### src/shared/serial_pkg.sv
package serial_pkg;
  // register byte offsets on the apb side
  localparam logic [7:0] OFS_RX_LOW = 8'h00;
  localparam logic [7:0] OFS_RX_HIGH = 8'h04;
  localparam logic [7:0] OFS_TX_LOW = 8'h08;
  localparam logic [7:0] OFS_TX_HIGH = 8'h0C;
  localparam logic [7:0] OFS_STATUS = 8'h10;
  localparam logic [7:0] OFS_CTRL_B = 8'h14;
  localparam logic [7:0] OFS_CTRL_C = 8'h18;
  localparam logic [7:0] OFS_BAUD = 8'h1C;
  // receive_high_and_errors fields
  localparam int RH_DATA8 = 0;
  localparam int RH_PARITY_ERROR_FLAG = 1;
  localparam int RH_FRAME_ERROR_FLAG = 2;
  localparam int RH_OVF = 6;
  localparam int RH_RXC = 7;
  // status fields
  localparam int ST_DRE = 5;
  localparam int ST_TXC = 6;
  localparam int ST_RXC = 7;
  // control b fields
  localparam int CB_RXEN = 0;
  localparam int CB_TXEN = 1;
  localparam int CB_MODE = 2;
  // control c fields
  localparam int CC_SIZE = 0;
  localparam int CC_STOP2 = 3;
  localparam int CC_PAR = 4;
  localparam int CC_SYNC = 6;
  localparam int CC_MASTER = 7;
  // encodings
  localparam logic [1:0] PAR_EVEN = 2'h2;
  localparam logic [1:0] PAR_ODD = 2'h3;
  localparam logic [1:0] MODE_DOUBLE = 2'h1;
  localparam logic [2:0] SIZE_5 = 3'h0;
  localparam logic [2:0] SIZE_6 = 3'h1;
  localparam logic [2:0] SIZE_7 = 3'h2;
  localparam logic [2:0] SIZE_9L = 3'h6;
  localparam logic [2:0] SIZE_9H = 3'h7;
  // samples per bit
  localparam logic [4:0] SPB_NORMAL = 5'h10;
  localparam logic [4:0] SPB_DOUBLE = 5'h08;
  localparam logic [4:0] SPB_SYNC = 5'h02;
  // reset values
  localparam logic [7:0] CTRL_B_RST = 8'h00;
  localparam logic [7:0] CTRL_C_RST = 8'h03;
  localparam logic [15:0] BAUD_RST = 16'h0001;

  typedef struct packed {
    logic psel;
    logic penable;
    logic pwrite;
    logic [7:0] paddr;
    logic [31:0] pwdata;
  } apb_req_t;

  typedef struct packed {
    logic [31:0] prdata;
    logic pready;
    logic pslverr;
  } apb_rsp_t;

  typedef struct packed {
    logic ovf;
    logic frame_error_flag;
    logic parity_error_flag;
    logic [8:0] data;
  } rx_entry_t;

  typedef enum logic [2:0] {TX_IDLE, TX_START, TX_DATA, TX_PAR, TX_STOP1, TX_STOP2} tx_state_t;
  typedef enum logic [2:0] {RX_IDLE, RX_START, RX_DATA, RX_PAR, RX_STOP} rx_state_t;
endpackage : serial_pkg

### src/core/serial_frame_tx_rx_datapath.sv
module serial_frame_tx_rx_datapath #(
  parameter int RX_DEPTH = 2
) (
  input wire logic clk,
  input wire logic rst,
  input wire serial_pkg::apb_req_t apb_req,
  output serial_pkg::apb_rsp_t apb_rsp,
  input wire logic rxd_i,
  output logic txd_o,
  output logic txd_oe,
  input wire logic xck_i,
  output logic xck_o,
  output logic xck_oe
);
  import serial_pkg::*;

  // number of data bits for a character size code
  function automatic logic [3:0] bits_of(input logic [2:0] size);
    logic [3:0] n;
    n = 4'h8;
    if (size == SIZE_5) n = 4'h5;
    if (size == SIZE_6) n = 4'h6;
    if (size == SIZE_7) n = 4'h7;
    if (size == SIZE_9L || size == SIZE_9H) n = 4'h9;
    return n;
  endfunction : bits_of

  // mask of the low n bits
  function automatic logic [8:0] mask_of(input logic [3:0] n);
    logic [8:0] m;
    m = 9'h000;
    for (int i = 0; i < 9; i++)
    begin
      if (4'(i) < n) m[i] = 1'b1;
    end
    return m;
  endfunction : mask_of

  // parity bit over the low n bits
  function automatic logic parity_of(input logic [8:0] d, input logic [3:0] n, input logic odd);
    logic p;
    p = odd;
    for (int i = 0; i < 9; i++)
    begin
      if (4'(i) < n) p = p ^ d[i];
    end
    return p;
  endfunction : parity_of

  //////////////////////////////////////////////////////////////////////////////
  // pin synchronisers: only the second stage is read by logic

  logic [1:0] rxd_sync_q;
  logic [1:0] xck_sync_q;

  always_ff @(posedge clk)
  begin
    if (rst)
    begin
      rxd_sync_q <= 2'h3;
      xck_sync_q <= 2'h0;
    end
    else
    begin
      rxd_sync_q <= {rxd_sync_q[0], rxd_i};
      xck_sync_q <= {xck_sync_q[0], xck_i};
    end
  end

  //////////////////////////////////////////////////////////////////////////////
  // registers and field decode

  logic [7:0] ctrl_b_q;
  logic [7:0] ctrl_c_q;
  logic [15:0] baud_q;
  logic tx_high_q;
  logic rx_line;
  logic rx_en;
  logic tx_en_req;
  logic [1:0] rx_mode;
  logic sync_mode;
  logic master;
  logic [2:0] size_code;
  logic two_stop;
  logic par_en;
  logic par_odd;
  logic nine_bit_low_first;
  logic [3:0] nbits;
  logic [4:0] spb;

  assign rx_line = rxd_sync_q[1];
  assign rx_en = ctrl_b_q[CB_RXEN];
  assign tx_en_req = ctrl_b_q[CB_TXEN];
  assign rx_mode = ctrl_b_q[CB_MODE +: 2];
  assign sync_mode = ctrl_c_q[CC_SYNC];
  assign master = ctrl_c_q[CC_MASTER];
  assign size_code = ctrl_c_q[CC_SIZE +: 3];
  assign two_stop = ctrl_c_q[CC_STOP2];
  assign par_en = ctrl_c_q[CC_PAR +: 2] == PAR_EVEN || ctrl_c_q[CC_PAR +: 2] == PAR_ODD;
  assign par_odd = ctrl_c_q[CC_PAR +: 2] == PAR_ODD;
  assign nine_bit_low_first = size_code == SIZE_9L;
  assign nbits = bits_of(size_code);
  // in async, modes 0, 2 and 3 all sample at normal speed; only mode 1 doubles; sync always uses SPB_SYNC
  assign spb = sync_mode ? SPB_SYNC : (rx_mode == MODE_DOUBLE ? SPB_DOUBLE : SPB_NORMAL);

  //////////////////////////////////////////////////////////////////////////////
  // apb decode: answer is registered, so every access has one wait-free cycle

  logic setup_ph;
  logic access_ph;
  logic wr_stb;
  logic rd_stb;
  logic hit_rxl;
  logic hit_rxh;
  logic hit_txl;
  logic hit_txh;
  logic hit_st;
  logic hit_cb;
  logic hit_cc;
  logic hit_bd;
  logic mapped;
  logic [31:0] rd_mux;

  assign setup_ph = apb_req.psel & ~apb_req.penable;
  assign access_ph = apb_req.psel & apb_req.penable & apb_rsp.pready;
  assign wr_stb = access_ph & apb_req.pwrite;
  assign rd_stb = access_ph & ~apb_req.pwrite;
  assign hit_rxl = apb_req.paddr == OFS_RX_LOW;
  assign hit_rxh = apb_req.paddr == OFS_RX_HIGH;
  assign hit_txl = apb_req.paddr == OFS_TX_LOW;
  assign hit_txh = apb_req.paddr == OFS_TX_HIGH;
  assign hit_st = apb_req.paddr == OFS_STATUS;
  assign hit_cb = apb_req.paddr == OFS_CTRL_B;
  assign hit_cc = apb_req.paddr == OFS_CTRL_C;
  assign hit_bd = apb_req.paddr == OFS_BAUD;
  assign mapped = hit_rxl | hit_rxh | hit_txl | hit_txh | hit_st | hit_cb | hit_cc | hit_bd;

  // response flop: data sampled in setup, shown during access
  always_ff @(posedge clk)
  begin
    if (rst) apb_rsp <= '0;
    else
    begin
      apb_rsp.pready <= setup_ph;
      apb_rsp.pslverr <= setup_ph & ~mapped;
      apb_rsp.prdata <= setup_ph & ~apb_req.pwrite ? rd_mux : 32'h0000_0000;
    end
  end

  // control registers
  always_ff @(posedge clk)
  begin
    if (rst)
    begin
      ctrl_b_q <= CTRL_B_RST;
      ctrl_c_q <= CTRL_C_RST;
      baud_q <= BAUD_RST;
      tx_high_q <= 1'b0;
    end
    else if (wr_stb)
    begin
      if (hit_cb) ctrl_b_q <= apb_req.pwdata[7:0];
      if (hit_cc) ctrl_c_q <= apb_req.pwdata[7:0];
      if (hit_bd) baud_q <= apb_req.pwdata[15:0];
      if (hit_txh) tx_high_q <= apb_req.pwdata[0];
    end
  end

  //////////////////////////////////////////////////////////////////////////////
  // sample tick divider and transfer clock

  logic [15:0] baud_cnt_q;
  logic tick;
  logic xck_q;
  logic xck_prev_q;
  logic xck_src;
  logic xck_rise;
  logic xck_fall;

  // baud_q of zero behaves as one rather than stalling
  assign tick = {1'b0, baud_cnt_q} + 17'h00001 >= {1'b0, baud_q};
  assign xck_src = master ? xck_q : xck_sync_q[1];
  assign xck_rise = xck_src & ~xck_prev_q;
  assign xck_fall = ~xck_src & xck_prev_q;

  // master toggles its own clock at the sample rate: two samples make one bit
  always_ff @(posedge clk)
  begin
    if (rst)
    begin
      baud_cnt_q <= 16'h0000;
      xck_q <= 1'b0;
      xck_prev_q <= 1'b0;
      xck_oe <= 1'b0;
    end
    else
    begin
      baud_cnt_q <= tick ? 16'h0000 : baud_cnt_q + 16'h0001;
      if (tick & sync_mode & master) xck_q <= ~xck_q;
      xck_prev_q <= xck_src;
      xck_oe <= sync_mode & master;
    end
  end
  assign xck_o = xck_q;

  //////////////////////////////////////////////////////////////////////////////
  // transmitter: one-word buffer in front of the shift register

  tx_state_t tx_state_q;
  logic [4:0] tx_ph_q;
  logic tx_bit;
  logic [8:0] tx_buf_q;
  logic tx_buf_full_q;
  logic [8:0] tx_shift_q;
  logic [3:0] tx_idx_q;
  logic tx_par_q;
  logic tx_on_q;
  logic txc_q;
  logic tx_last;
  logic tx_load;
  logic tx_write;

  assign tx_bit = sync_mode ? xck_rise : tick & tx_ph_q >= spb - 5'h01;
  assign tx_last = tx_bit & (tx_state_q == TX_STOP2 | (tx_state_q == TX_STOP1 & ~two_stop));
  assign tx_load = tx_bit & tx_buf_full_q & tx_on_q & (tx_state_q == TX_IDLE | tx_last);
  // a write into a full buffer is dropped; software must wait for empty
  assign tx_write = wr_stb & hit_txl & ~tx_buf_full_q;

  // buffer, enable and complete flag
  always_ff @(posedge clk)
  begin
    if (rst)
    begin
      tx_buf_q <= 9'h000;
      tx_buf_full_q <= 1'b0;
      tx_on_q <= 1'b0;
      txc_q <= 1'b0;
      txd_oe <= 1'b0;
      tx_ph_q <= 5'h00;
    end
    else
    begin
      if (tx_write) tx_buf_q <= {tx_high_q, apb_req.pwdata[7:0]} & mask_of(nbits);
      if (tx_write) tx_buf_full_q <= 1'b1;
      else if (tx_load) tx_buf_full_q <= 1'b0;
      if (tx_en_req) tx_on_q <= 1'b1;
      else if (tx_state_q == TX_IDLE & ~tx_buf_full_q) tx_on_q <= 1'b0;
      // set wins over a write-one clear in the same cycle
      if (tx_last & ~tx_buf_full_q) txc_q <= 1'b1;
      else if (wr_stb & hit_st & apb_req.pwdata[ST_TXC]) txc_q <= 1'b0;
      txd_oe <= tx_on_q;
      if (tick) tx_ph_q <= tx_ph_q >= spb - 5'h01 ? 5'h00 : tx_ph_q + 5'h01;
    end
  end

  // frame sequencer
  always_ff @(posedge clk)
  begin
    if (rst)
    begin
      tx_state_q <= TX_IDLE;
      tx_shift_q <= 9'h000;
      tx_idx_q <= 4'h0;
      tx_par_q <= 1'b0;
    end
    else if (tx_load)
    begin
      tx_state_q <= TX_START;
      tx_shift_q <= tx_buf_q;
      tx_idx_q <= 4'h0;
      tx_par_q <= parity_of(tx_buf_q, nbits, par_odd);
    end
    else if (tx_bit)
    begin
      case (tx_state_q)
        TX_START: tx_state_q <= TX_DATA;
        TX_DATA:
        begin
          tx_shift_q <= tx_shift_q >> 1;
          tx_idx_q <= tx_idx_q + 4'h1;
          if (tx_idx_q == nbits - 4'h1) tx_state_q <= par_en ? TX_PAR : TX_STOP1;
        end
        TX_PAR: tx_state_q <= TX_STOP1;
        TX_STOP1: tx_state_q <= two_stop ? TX_STOP2 : TX_IDLE;
        TX_STOP2: tx_state_q <= TX_IDLE;
        default: tx_state_q <= TX_IDLE;
      endcase
    end
  end

  // line level; idle line is high
  always_ff @(posedge clk)
  begin
    if (rst) txd_o <= 1'b1;
    else
    begin
      case (tx_state_q)
        TX_START: txd_o <= 1'b0;
        TX_DATA: txd_o <= tx_shift_q[0];
        TX_PAR: txd_o <= tx_par_q;
        default: txd_o <= 1'b1;
      endcase
    end
  end

  //////////////////////////////////////////////////////////////////////////////
  // receiver: shift register feeding a small buffer

  rx_state_t rx_state_q;
  logic [4:0] rx_ph_q;
  logic rx_smp;
  logic [8:0] rx_shift_q;
  logic [3:0] rx_idx_q;
  logic rx_par_q;
  logic rx_armed_q;
  logic rx_start_ok;
  logic rx_done;
  logic rx_pop;
  rx_entry_t rx_new;
  rx_entry_t rx_mem_q [RX_DEPTH];
  logic [2:0] rx_fill_q;
  logic [2:0] fill_after_pop;
  logic [2:0] wr_idx;
  logic rx_full;
  logic rxc;

  // async: mid-bit sample every spb ticks; sync: falling transfer clock edge
  assign rx_smp = sync_mode ? xck_fall : tick & rx_ph_q >= spb - 5'h01;
  assign rx_done = rx_smp & rx_state_q == RX_STOP;
  // a start needs a high line first, so a low stop bit is never taken as a new start
  assign rx_start_ok = rx_armed_q & ~rx_line;
  assign rxc = rx_fill_q != 3'h0;
  assign rx_full = rx_fill_q == 3'(RX_DEPTH);
  // the register that advances depends on the nine-bit ordering
  assign rx_pop = rd_stb & rxc & (nine_bit_low_first ? hit_rxh : hit_rxl);
  assign fill_after_pop = rx_pop ? rx_fill_q - 3'h1 : rx_fill_q;
  assign wr_idx = fill_after_pop == 3'(RX_DEPTH) ? 3'(RX_DEPTH - 1) : fill_after_pop;
  assign rx_new.data = rx_shift_q;
  assign rx_new.parity_error_flag = par_en & (parity_of(rx_shift_q, nbits, par_odd) != rx_par_q);
  assign rx_new.frame_error_flag = ~rx_line;
  assign rx_new.ovf = fill_after_pop == 3'(RX_DEPTH);

  // frame sequencer; disable drops a frame in progress at once
  always_ff @(posedge clk)
  begin
    if (rst | ~rx_en)
    begin
      rx_state_q <= RX_IDLE;
      rx_ph_q <= 5'h00;
      rx_shift_q <= 9'h000;
      rx_idx_q <= 4'h0;
      rx_par_q <= 1'b0;
      rx_armed_q <= 1'b0;
    end
    else
    begin
      if (tick) rx_ph_q <= rx_ph_q >= spb - 5'h01 ? 5'h00 : rx_ph_q + 5'h01;
      case (rx_state_q)
        RX_IDLE:
        begin
          rx_idx_q <= 4'h0;
          rx_shift_q <= 9'h000;
          if (rx_line) rx_armed_q <= 1'b1;
          if (sync_mode & xck_fall & rx_start_ok)
          begin
            rx_state_q <= RX_DATA;
            rx_armed_q <= 1'b0;
          end
          else if (~sync_mode & tick & rx_start_ok)
          begin
            rx_state_q <= RX_START;
            rx_ph_q <= 5'h01;
            rx_armed_q <= 1'b0;
          end
        end
        RX_START:
          // recheck at mid start bit; a high line was noise
          if (tick & rx_ph_q >= (spb >> 1) - 5'h01)
          begin
            rx_state_q <= rx_line ? RX_IDLE : RX_DATA;
            rx_ph_q <= 5'h00;
          end
        RX_DATA:
          if (rx_smp)
          begin
            rx_shift_q[rx_idx_q] <= rx_line;
            rx_idx_q <= rx_idx_q + 4'h1;
            if (rx_idx_q == nbits - 4'h1) rx_state_q <= par_en ? RX_PAR : RX_STOP;
          end
        RX_PAR:
          if (rx_smp)
          begin
            rx_par_q <= rx_line;
            rx_state_q <= RX_STOP;
          end
        // only the first stop is checked; a second reads as idle high
        RX_STOP: if (rx_smp) rx_state_q <= RX_IDLE;
        default: rx_state_q <= RX_IDLE;
      endcase
    end
  end

  // fill count of the buffer
  always_ff @(posedge clk)
  begin
    if (rst | ~rx_en) rx_fill_q <= 3'h0;
    else if (rx_done & ~rx_new.ovf) rx_fill_q <= fill_after_pop + 3'h1;
    else rx_fill_q <= fill_after_pop;
  end

  // buffer entries: pop shifts toward entry 0, push writes the first free slot, or overwrites the top entry when the buffer is full
  for (genvar i = 0; i < RX_DEPTH; i++)
  begin : g_rx_entry
    always_ff @(posedge clk)
    begin
      if (rst) rx_mem_q[i] <= '0;
      else if (rx_done & wr_idx == 3'(i)) rx_mem_q[i] <= rx_new;
      // the vacated top entry is cleared so an empty buffer shows no stale flags unless a disable left entries behind
      else if (rx_pop) rx_mem_q[i] <= i < RX_DEPTH - 1 ? rx_mem_q[(i + 1) % RX_DEPTH] : '0;
    end
  end

  //////////////////////////////////////////////////////////////////////////////
  // read data selection

  logic [7:0] rx_high_word;
  logic [7:0] status_word;

  assign rx_high_word = {rxc, rx_mem_q[0].ovf, 3'h0, rx_mem_q[0].frame_error_flag, rx_mem_q[0].parity_error_flag,
                         rx_mem_q[0].data[8]};
  assign status_word = {rxc, txc_q, ~tx_buf_full_q, 5'h00};
  assign rd_mux = hit_rxl ? {24'h000000, rx_mem_q[0].data[7:0]} :
                  hit_rxh ? {24'h000000, rx_high_word} :
                  hit_st ? {24'h000000, status_word} :
                  hit_cb ? {24'h000000, ctrl_b_q} :
                  hit_cc ? {24'h000000, ctrl_c_q} :
                  hit_bd ? {16'h0000, baud_q} : 32'h0000_0000;
endmodule : serial_frame_tx_rx_datapath

### config.mk
export PLATFORM = sky130hd
export DESIGN_NAME = serial_frame_tx_rx_datapath
export DESIGN_NICKNAME = d
export VERILOG_FILES = /design/src/shared/serial_pkg.sv /design/src/core/serial_frame_tx_rx_datapath.sv
export SDC_FILE = /design/constraint.sdc
export NUM_CORES = 1
export LEC_CHECK = 0
export BUFFER_PORTS_ARGS = -buffer_cell sky130_fd_sc_hd__buf_4
export CAP_MARGIN = 15
export CORE_AREA = 3 3 128 130
export DETAILED_ROUTE_END_ITERATION = 10
export DIE_AREA = 0 0 131 133
export PLACE_DENSITY = 0.74
export SETUP_SLACK_MARGIN = 0.2
export SYNTH_ARGS = -nofsm -noshare
export SYNTH_HDL_FRONTEND = slang
export SYNTH_SLANG_ARGS = --single-unit
### constraint.sdc
create_clock -name clk -period 9.4 [get_ports clk]
set_clock_uncertainty 0.2 [all_clocks]
set_input_delay 1.88 -clock clk [delete_from_list [all_inputs] [get_ports clk]]
set_output_delay 1.88 -clock clk [all_outputs]
set_load 0.03 [all_outputs]
==> results_dict.tcl, run 1 <==
set metrics [dict create \
    synth_top_area_cell "dfxtp_1" \
    grt_overflow 0 \
    vias_per_cell 5.755 \
    ys_types 76 \
    switching_power_w 0.0003278 \
    yosysMostFrequentCell "dfxtp_1" \
    fmax_ghz 0.2099 \
    period_minus_slack_ps 4764 \
    fp-row-count 45 \
    critPathLaunchType "flip-flop" \
    final_util_pct 61.75 \
    peakVddDrop_uv 130.8 \
    worstPathArrival_ps 4740 \
    grt_antenna_before_repair 0 \
    power_leakage_nw 3.788 \
    cap_viol_max_count 0 \
    pwr-share-comb_pct 3.5 \
    routed_wl_mm 19.94 \
    clockRootBuffer "clkbuf_16" \
    yosys-top-cells-area "dfxtp_1 33%, edfxtp_1 8.6%, ha_1 6.3%" \
    port_buffers 52 \
    hold_violations 0 \
    power_frac_clock_pct 48.9 \
    grt_first_pass_wirelength_mm 32.60 \
    core_area_um2 15260 \
    ant_nets 0 \
    area_delta_synth_final_pct 12.49 \
    min_delay_path_depth 1 \
    p_sw_share_pct 22.13 \
    fin_tns_setup_ps 0 \
    cp_max_fo 26 \
    p_seq_share_pct 47.6 \
    drive_gt1_share_pct 12.31 \
    syn_area_per_cell_um2 8.893 \
    outcome "completed" \
    ys_seq_area_share_pct 41.11 \
    final-setup-viol-count 0 \
    slew_headroom_pct 29.64 \
    cts_made_buffers 17 \
    worst_slew_pin_slew_ps 1047 \
    setup_slack_ps 4636 \
    routedWlPerCell_um 16.70 \
    finalCritPeriodShare_pct 50.68 \
    first_pass_iters 5 \
    rsz0062_at_grt "false" \
    r2r_slack_ps 4640 \
    end_kind "flip-flop" \
    finalMaxSlewViolations 0 \
    whs_ps 215.1 \
    hold_start "rxd_sync_q[0]" \
    synth_common_cells "136 x dfxtp_1, 92 x nand2_1, 77 x nor2_1" \
    power_density_nw_per_um2 157.2 \
    io_pins 85 \
    r2r-start "baud_cnt_q[0]" \
    place.gp.congestion 0.8583 \
    worstRegToRegCells 13 \
    dpl.hpwl_mm 14.14 \
    postCtsHoldBufs 0 \
    hold_end "rxd_sync_q[1]" \
    dp_slack_ps 3993 \
    clockBufferDepth 2 \
    grt.total_usage_pct 23.35 \
    clock-sinks 160 \
    rr_endpoint "rx_mem_q[0][3]" \
    grt_pass1_vias 6513 \
    die_h_um 133 \
    cp_data_required_time_ps 9380 \
    ys_seq_elements 160 \
    die_area_um2 17420 \
    clk_latency_ps 430 \
    clk_pin_slew_worst_paths_ps 70 \
    htree_levels 4 \
    drtIter0Drc 570 \
    yosys_warnings 0 \
    p_int_w 0.001154 \
    drc 0 \
    synth_top_area_share_pct 32.50 \
    initial_core_util_pct 54.90 \
    worstSetupPathType "reg2reg" \
    postSynthCellCount 942 \
    syn_area_um2 8377 \
    synth-async-reset-ratio_pct 0 \
    die_width_um 131 \
    grt_start_max_net_pins 75 \
    cts_resized 0 \
    synth_edf_count 24 \
    vias 6872 \
    ys.flop_type "dfxtp_1" \
    cts_tree "yes" \
    nets 1059 \
    diodes 0 \
    postCtsSetupBuffers 0 \
    hold_path_class "reg2reg" \
]
[worst max-delay path by stage]
| stage | from | end | slack, ps | depth (start not counted) |
|---|---|---|---|---|
| after detailed placement | apb_req[32] | rx_mem_q[1][2] | 3990 | 10 |
| after global placement | apb_req[32] | rx_mem_q[1][2] | 4020 | 10 |
| after global routing | baud_cnt_q[0] | rx_mem_q[0][3] | 4350 | 13 |
| after floorplan | apb_req[32] | rx_mem_q[1][0] | 4170 | 9 |
| after CTS | apb_req[32] | rx_mem_q[1][2] | 4330 | 10 |
| final | baud_cnt_q[0] | rx_mem_q[0][3] | 4640 | 13 |
[final cells by class]
class | instances | area [um^2]
fillers | 1313 | 5836
multi-input cells | 694 | 4514
repair buffers | 58 | 432.9
clock inverters | 9 | 118.9
flip-flops and latches | 160 | 3443
well taps | 211 | 264.0
clock buffers | 23 | 503.0
inverters | 39 | 146.4
[layer usage]
| metal | wire (um) | share of wire [%] | vias up | global-route usage [%] |
|---|---|---|---|---|
| met5 | 0 | 0 | - | 0 |
| met4 | 429 | 2.2 | 0 | 8.057 |
| li1 | - | - | 3386 | - |
| met2 | 9137 | 46 | 199 | 36.17 |
| met1 | 9074 | 46 | 3250 | 31.66 |
| met3 | 1299 | 6.5 | 37 | 5.733 |
[cells in the final DEF (no fill, tap or decap), drive strengths merged, types with 3 or more instances in the layout]
cell / synthesis / layout
nand4: 12 / 12
nor4: 5 / 5
a21oi: 72 / 72
or2: 7 / 7
a21o: 10 / 10
nor2: 79 / 79
xor2: 15 / 15
inv: 39 / 43
nor2b: 11 / 11
a41o: 8 / 8
dfxtp: 136 / 136
o21ai: 33 / 33
a211o: 5 / 5
o22ai: 9 / 9
xnor2: 28 / 28
and2: 14 / 14
o211ai: 9 / 9
nor3b: 6 / 6
nor3: 22 / 22
ha: 42 / 42
or3b: 3 / 3
a22o: 10 / 10
a211oi: 7 / 7
nand2: 93 / 93
nand2b: 8 / 8
edfxtp: 24 / 24
or3: 13 / 13
clkbuf: 32 / 23
buf: 32 / 58
and3: 22 / 22
or4: 5 / 5
conb: 2 / 17
o21a: 14 / 14
a31oi: 17 / 17
o21bai: 3 / 3
o31ai: 5 / 5
mux2i: 31 / 31
nand3: 28 / 28
[logic make-up (layout without fill, tap and decap cells)]
group	count (synthesis)	in the layout	share of synthesized area (%)
adder cells (fa/ha/maj)	42	42	6.273
AND/OR/NAND/NOR	334	334	20.54
other	2	17	0.08965
multiplexers	34	34	4.242
buffers and inverters	103	129	5.676
flip-flops	160	160	41.11
XOR/XNOR	43	43	4.496
AO/OA/AOI/OAI	224	224	17.58
[metrics by stage]
stage | cell area [um^2] | cells | power (W)
after global placement | 8796 | 1161 | 0.0007710
after global routing | 9423 | 1194 | 0.001524
final | 9423 | 1194 | 0.001481
after CTS | 9418 | 1193 | 0.001489
after floorplan | 8433 | 957 | 0.0007547
after detailed placement | 8796 | 1161 | 0.0007715
[registers in the layout, indices dropped and copies added (netlist names), 2 cells and up]
signal,count
apb_rsp,18
rx_idx_q,4
ctrl_b_q,8
xck_sync_q,2
rxd_sync_q,2
rx_mem_q,24
ctrl_c_q,8
tx_idx_q,4
tx_buf_q,9
tx_state_q,3
tx_shift_q,9
rx_shift_q,9
baud_q,16
rx_state_q,3
rx_ph_q,5
rx_fill_q,3
baud_cnt_q,16
tx_ph_q,5
[critical path: stages, from the launching register on]
cell	delay [ps]
dfxtp_1	400
ha_1	270
nand3_1	120
or2_2	340
nor3_1	230
xor2_1	130
ha_1	340
nand4_1	140
nor4_1	280
a21oi_1	190
nand3_1	240
o21a_1	780
a41oi_2	520
a22o_1	330
[power groups by stage]
stage	clock, W	combinational, W	sequential [W]
after floorplan	0	0.0000351	0.000720
after global placement	0	0.0000511	0.000720
after detailed placement	0	0.0000512	0.000720
after CTS	0.000733	0.0000515	0.000705
after global routing	0.000762	0.0000562	0.000705
final	0.000725	0.0000518	0.000705
Note: power is estimated with default switching activity, not from simulation.
==> run 2, diff against run 1 <==
--- a/config.mk
+++ b/config.mk
@@ -5,12 +5,13 @@
 export SDC_FILE = /design/constraint.sdc
 export NUM_CORES = 1
 export LEC_CHECK = 0
+export ABC_AREA = 1
 export BUFFER_PORTS_ARGS = -buffer_cell sky130_fd_sc_hd__buf_4
 export CAP_MARGIN = 15
-export CORE_AREA = 3 3 128 130
+export CORE_AREA = 3 3 130 132
 export DETAILED_ROUTE_END_ITERATION = 10
-export DIE_AREA = 0 0 131 133
-export PLACE_DENSITY = 0.74
+export DIE_AREA = 0 0 133 135
+export PLACE_DENSITY = 0.75
 export SETUP_SLACK_MARGIN = 0.2
 export SYNTH_ARGS = -nofsm -noshare
 export SYNTH_HDL_FRONTEND = slang
==> constraint.sdc (replaced) <==
create_clock -name clk -period 4.3 [get_ports clk]
set_clock_uncertainty 0.2 [all_clocks]
set_input_delay 0.86 -clock clk [delete_from_list [all_inputs] [get_ports clk]]
set_output_delay 0.86 -clock clk [all_outputs]
set_load 0.03 [all_outputs]
==> run 2 against run 1 <==
Setup slack got worse by 4200 ps. Die area increased by 3.1%. Critical path depth increased by 11.
==> results_dict.tcl, run 2 <==
set metrics [dict create \
    yosysMostFrequentCell "nand2_1" \
    clk_latency_ps 430 \
    finalMaxSlewViolations 0 \
    yosys-top-cells-area "dfxtp_1 32%, nand2_1 9.6%, edfxtp_1 8.5%" \
    cts_tree "yes" \
    core_area_um2 15830 \
    rr_endpoint "rx_mem_q[0][5]" \
    r2r_slack_ps 470 \
    htree_levels 4 \
    io_pins 85 \
    final_util_pct 60.81 \
    cap_viol_max_count 0 \
    final_common_cell "nand2_1" \
    clockRootBuffer "clkbuf_16" \
    dpl.hpwl_mm 14.86 \
    grt_first_pass_wirelength_mm 32.87 \
    clock-sinks 160 \
    yosys_warnings 0 \
    place.gp.congestion 0.8746 \
    crit_chain "nand3_1 -> nor2_2 -> nand3_2 -> inv_1 -> nand2_1 -> nor2_1 -> nand3_2 -> nor3_2 -> xnor2_1 -> inv_1 -> ha_1 -> inv_1 -> nor2_2 -> and3_1 -> a31oi_1 -> nand3_2 -> nand3_1 -> nand2_2 -> nand2_4 -> inv_4 -> nand3_4 -> buf_4 -> nand3_1 -> nand2_1" \
    worstRegToRegCells 24 \
    diodes 0 \
    peakVddDrop_uv 294.8 \
    r2r-start "baud_cnt_q[0]" \
    worstSetupPathType "reg2reg" \
    ant_nets 0 \
    routed_wl_mm 20.58 \
    ys_seq_elements 160 \
    worstPathArrival_ps 3810 \
    ys.flop_type "dfxtp_1" \
    grt_pass1_vias 6683 \
    numPlacedInstances 1364 \
    syn_area_um2 8449 \
    clockBufferDepth 2 \
    fin_cells 1410 \
    total_power_w 0.003007 \
    fp-row-count 46 \
    port_buffers 52 \
    final_cell_mix "214 x nand2_1, 154 x inv_1, 132 x dfxtp_1" \
    top_register "rx_mem_q" \
    fmax_ghz 0.2610 \
    grt_overflow 0 \
    largestRegisters "rx_mem_q (24), apb_rsp (18)" \
    critPathLaunchType "flip-flop" \
    power_leakage_nw 4.141 \
    synth_top_area_share_pct 32.22 \
    initial_core_util_pct 53.38 \
    hold_start "rxd_sync_q[0]" \
    slew_headroom_pct 34.04 \
    fill_cells 1403 \
    power_density_nw_per_um2 312.4 \
    cp_data_required_time_ps 4280 \
    period_minus_slack_ps 3832 \
    drtIter0Drc 680 \
    finalCritPeriodShare_pct 89.11 \
    worst_slew_pin_slew_ps 976.7 \
    grt_antenna_before_repair 0 \
    postSynthCellCount 1121 \
    die_h_um 135 \
    syn_area_per_cell_um2 7.537 \
    area_delta_synth_final_pct 13.92 \
    hold_violations 0 \
    drc 0 \
    clk_pin_slew_worst_paths_ps 60 \
    first_pass_iters 5 \
    rsz0062_at_grt "false" \
    synth-async-reset-ratio_pct 0 \
    ys_types 52 \
    final-setup-viol-count 0 \
    setup_slack_ps 468.4 \
    synth_common_cells "217 x nand2_1, 154 x inv_1, 136 x dfxtp_1" \
    grt.total_usage_pct 22.85 \
    hold_path_class "reg2reg" \
    synth_edf_count 24 \
    grt_start_max_net_pins 44 \
    largest_register_ffs 24 \
    die_area_um2 17960 \
    cp_max_fo 7 \
    dp_slack_ps 273.5 \
    cts_made_buffers 17 \
    end_kind "flip-flop" \
    nets 1270 \
    die_width_um 133 \
    min_delay_path_depth 1 \
    synth_top_area_cell "dfxtp_1" \
    worst_path_largest_cell_delay_ps 350 \
    hold_end "rxd_sync_q[1]" \
    ys_seq_area_share_pct 40.75 \
    routedWlPerCell_um 14.60 \
    drive_gt1_share_pct 12.81 \
    vias 7408 \
    vias_per_cell 5.254 \
    fin_tns_setup_ps 0 \
    critPathSlowestCell "dfxtp_2" \
    postCtsHoldBufs 0 \
    outcome "completed" \
]
## run 2: worst max-delay path by stage
stage                     cells after the start        endpoint          start  slack, ps
after detailed placement                     23  rx_mem_q[0][3]  baud_cnt_q[3]        270
after global routing                         24  rx_mem_q[0][5]  baud_cnt_q[0]        110
after global placement                       23  rx_mem_q[0][3]  baud_cnt_q[3]        360
final                                        24  rx_mem_q[0][5]  baud_cnt_q[0]        470
after floorplan                              23  rx_mem_q[0][0]  baud_cnt_q[3]        590
after CTS                                    24  rx_mem_q[0][5]  baud_cnt_q[3]        200
## run 2: final cells by class
cell class | instances | area (um^2) | area share, %
inverters | 172 | 651.9 | 6.772
clock inverters | 10 | 70.07 | 0.7279
clock buffers | 22 | 444.2 | 4.615
repair buffers | 70 | 529.3 | 5.499
well taps | 216 | 270.3 | 2.808
flip-flops and latches | 160 | 3448 | 35.82
multi-input cells | 760 | 4212 | 43.75
## run 2: per-layer routing
metal,global-route usage (%),vias up,part of all wire [%]
li1,-,3732,-
met1,30.29,3370,44
met2,37.50,266,47
met3,5.104,40,7.3
met4,6.928,0,2.0
met5,0,-,0
## run 2: power breakdown
| group | total [W] | internal, W | switching (W) |
|---|---|---|---|
| Sequential | 0.00154 | 0.00153 | 0.00000654 |
| Combinational | 0.000103 | 0.0000315 | 0.0000713 |
| Clock | 0.00137 | 0.000781 | 0.000587 |
| Total | 0.00301 | 0.00234 | 0.000664 |
## run 2: timing repair
item,in CTS,in global routing
endpoints found under the setup margin,0,99
buffers inserted,0,12
resized for setup,0,18
## run 2: cells by family after synthesis
group                    after synthesis  synth area share [%]
AND/OR/NAND/NOR                      479                 25.80
buffers and inverters                218                 10.75
AO/OA/AOI/OAI                        181                 12.11
flip-flops                           160                 40.75
adder cells (fa/ha/maj)               42                 6.219
XOR/XNOR                              38                 4.161
other                                  2               0.08888
multiplexers                           1                0.1185
## run 2: worst max-delay path, delay by kind of cell (launching register included)
kind | cells | cell delay [ps]
compound gates | 1 | 90
xor+xnor | 1 | 170
fa+ha+maj | 1 | 270
buf+inv | 5 | 520
flops | 1 | 350
simple gates | 16 | 1990
## run 2: metrics by stage
stage	area [um^2]	hold WS, ps
3_5_place_dp	8949	198.4
4_1_cts	9463	215.3
2_1_floorplan	8506	188.3
5_1_grt	9625	228.4
6_report	9625	211.8
3_3_place_gp	8949	195.3
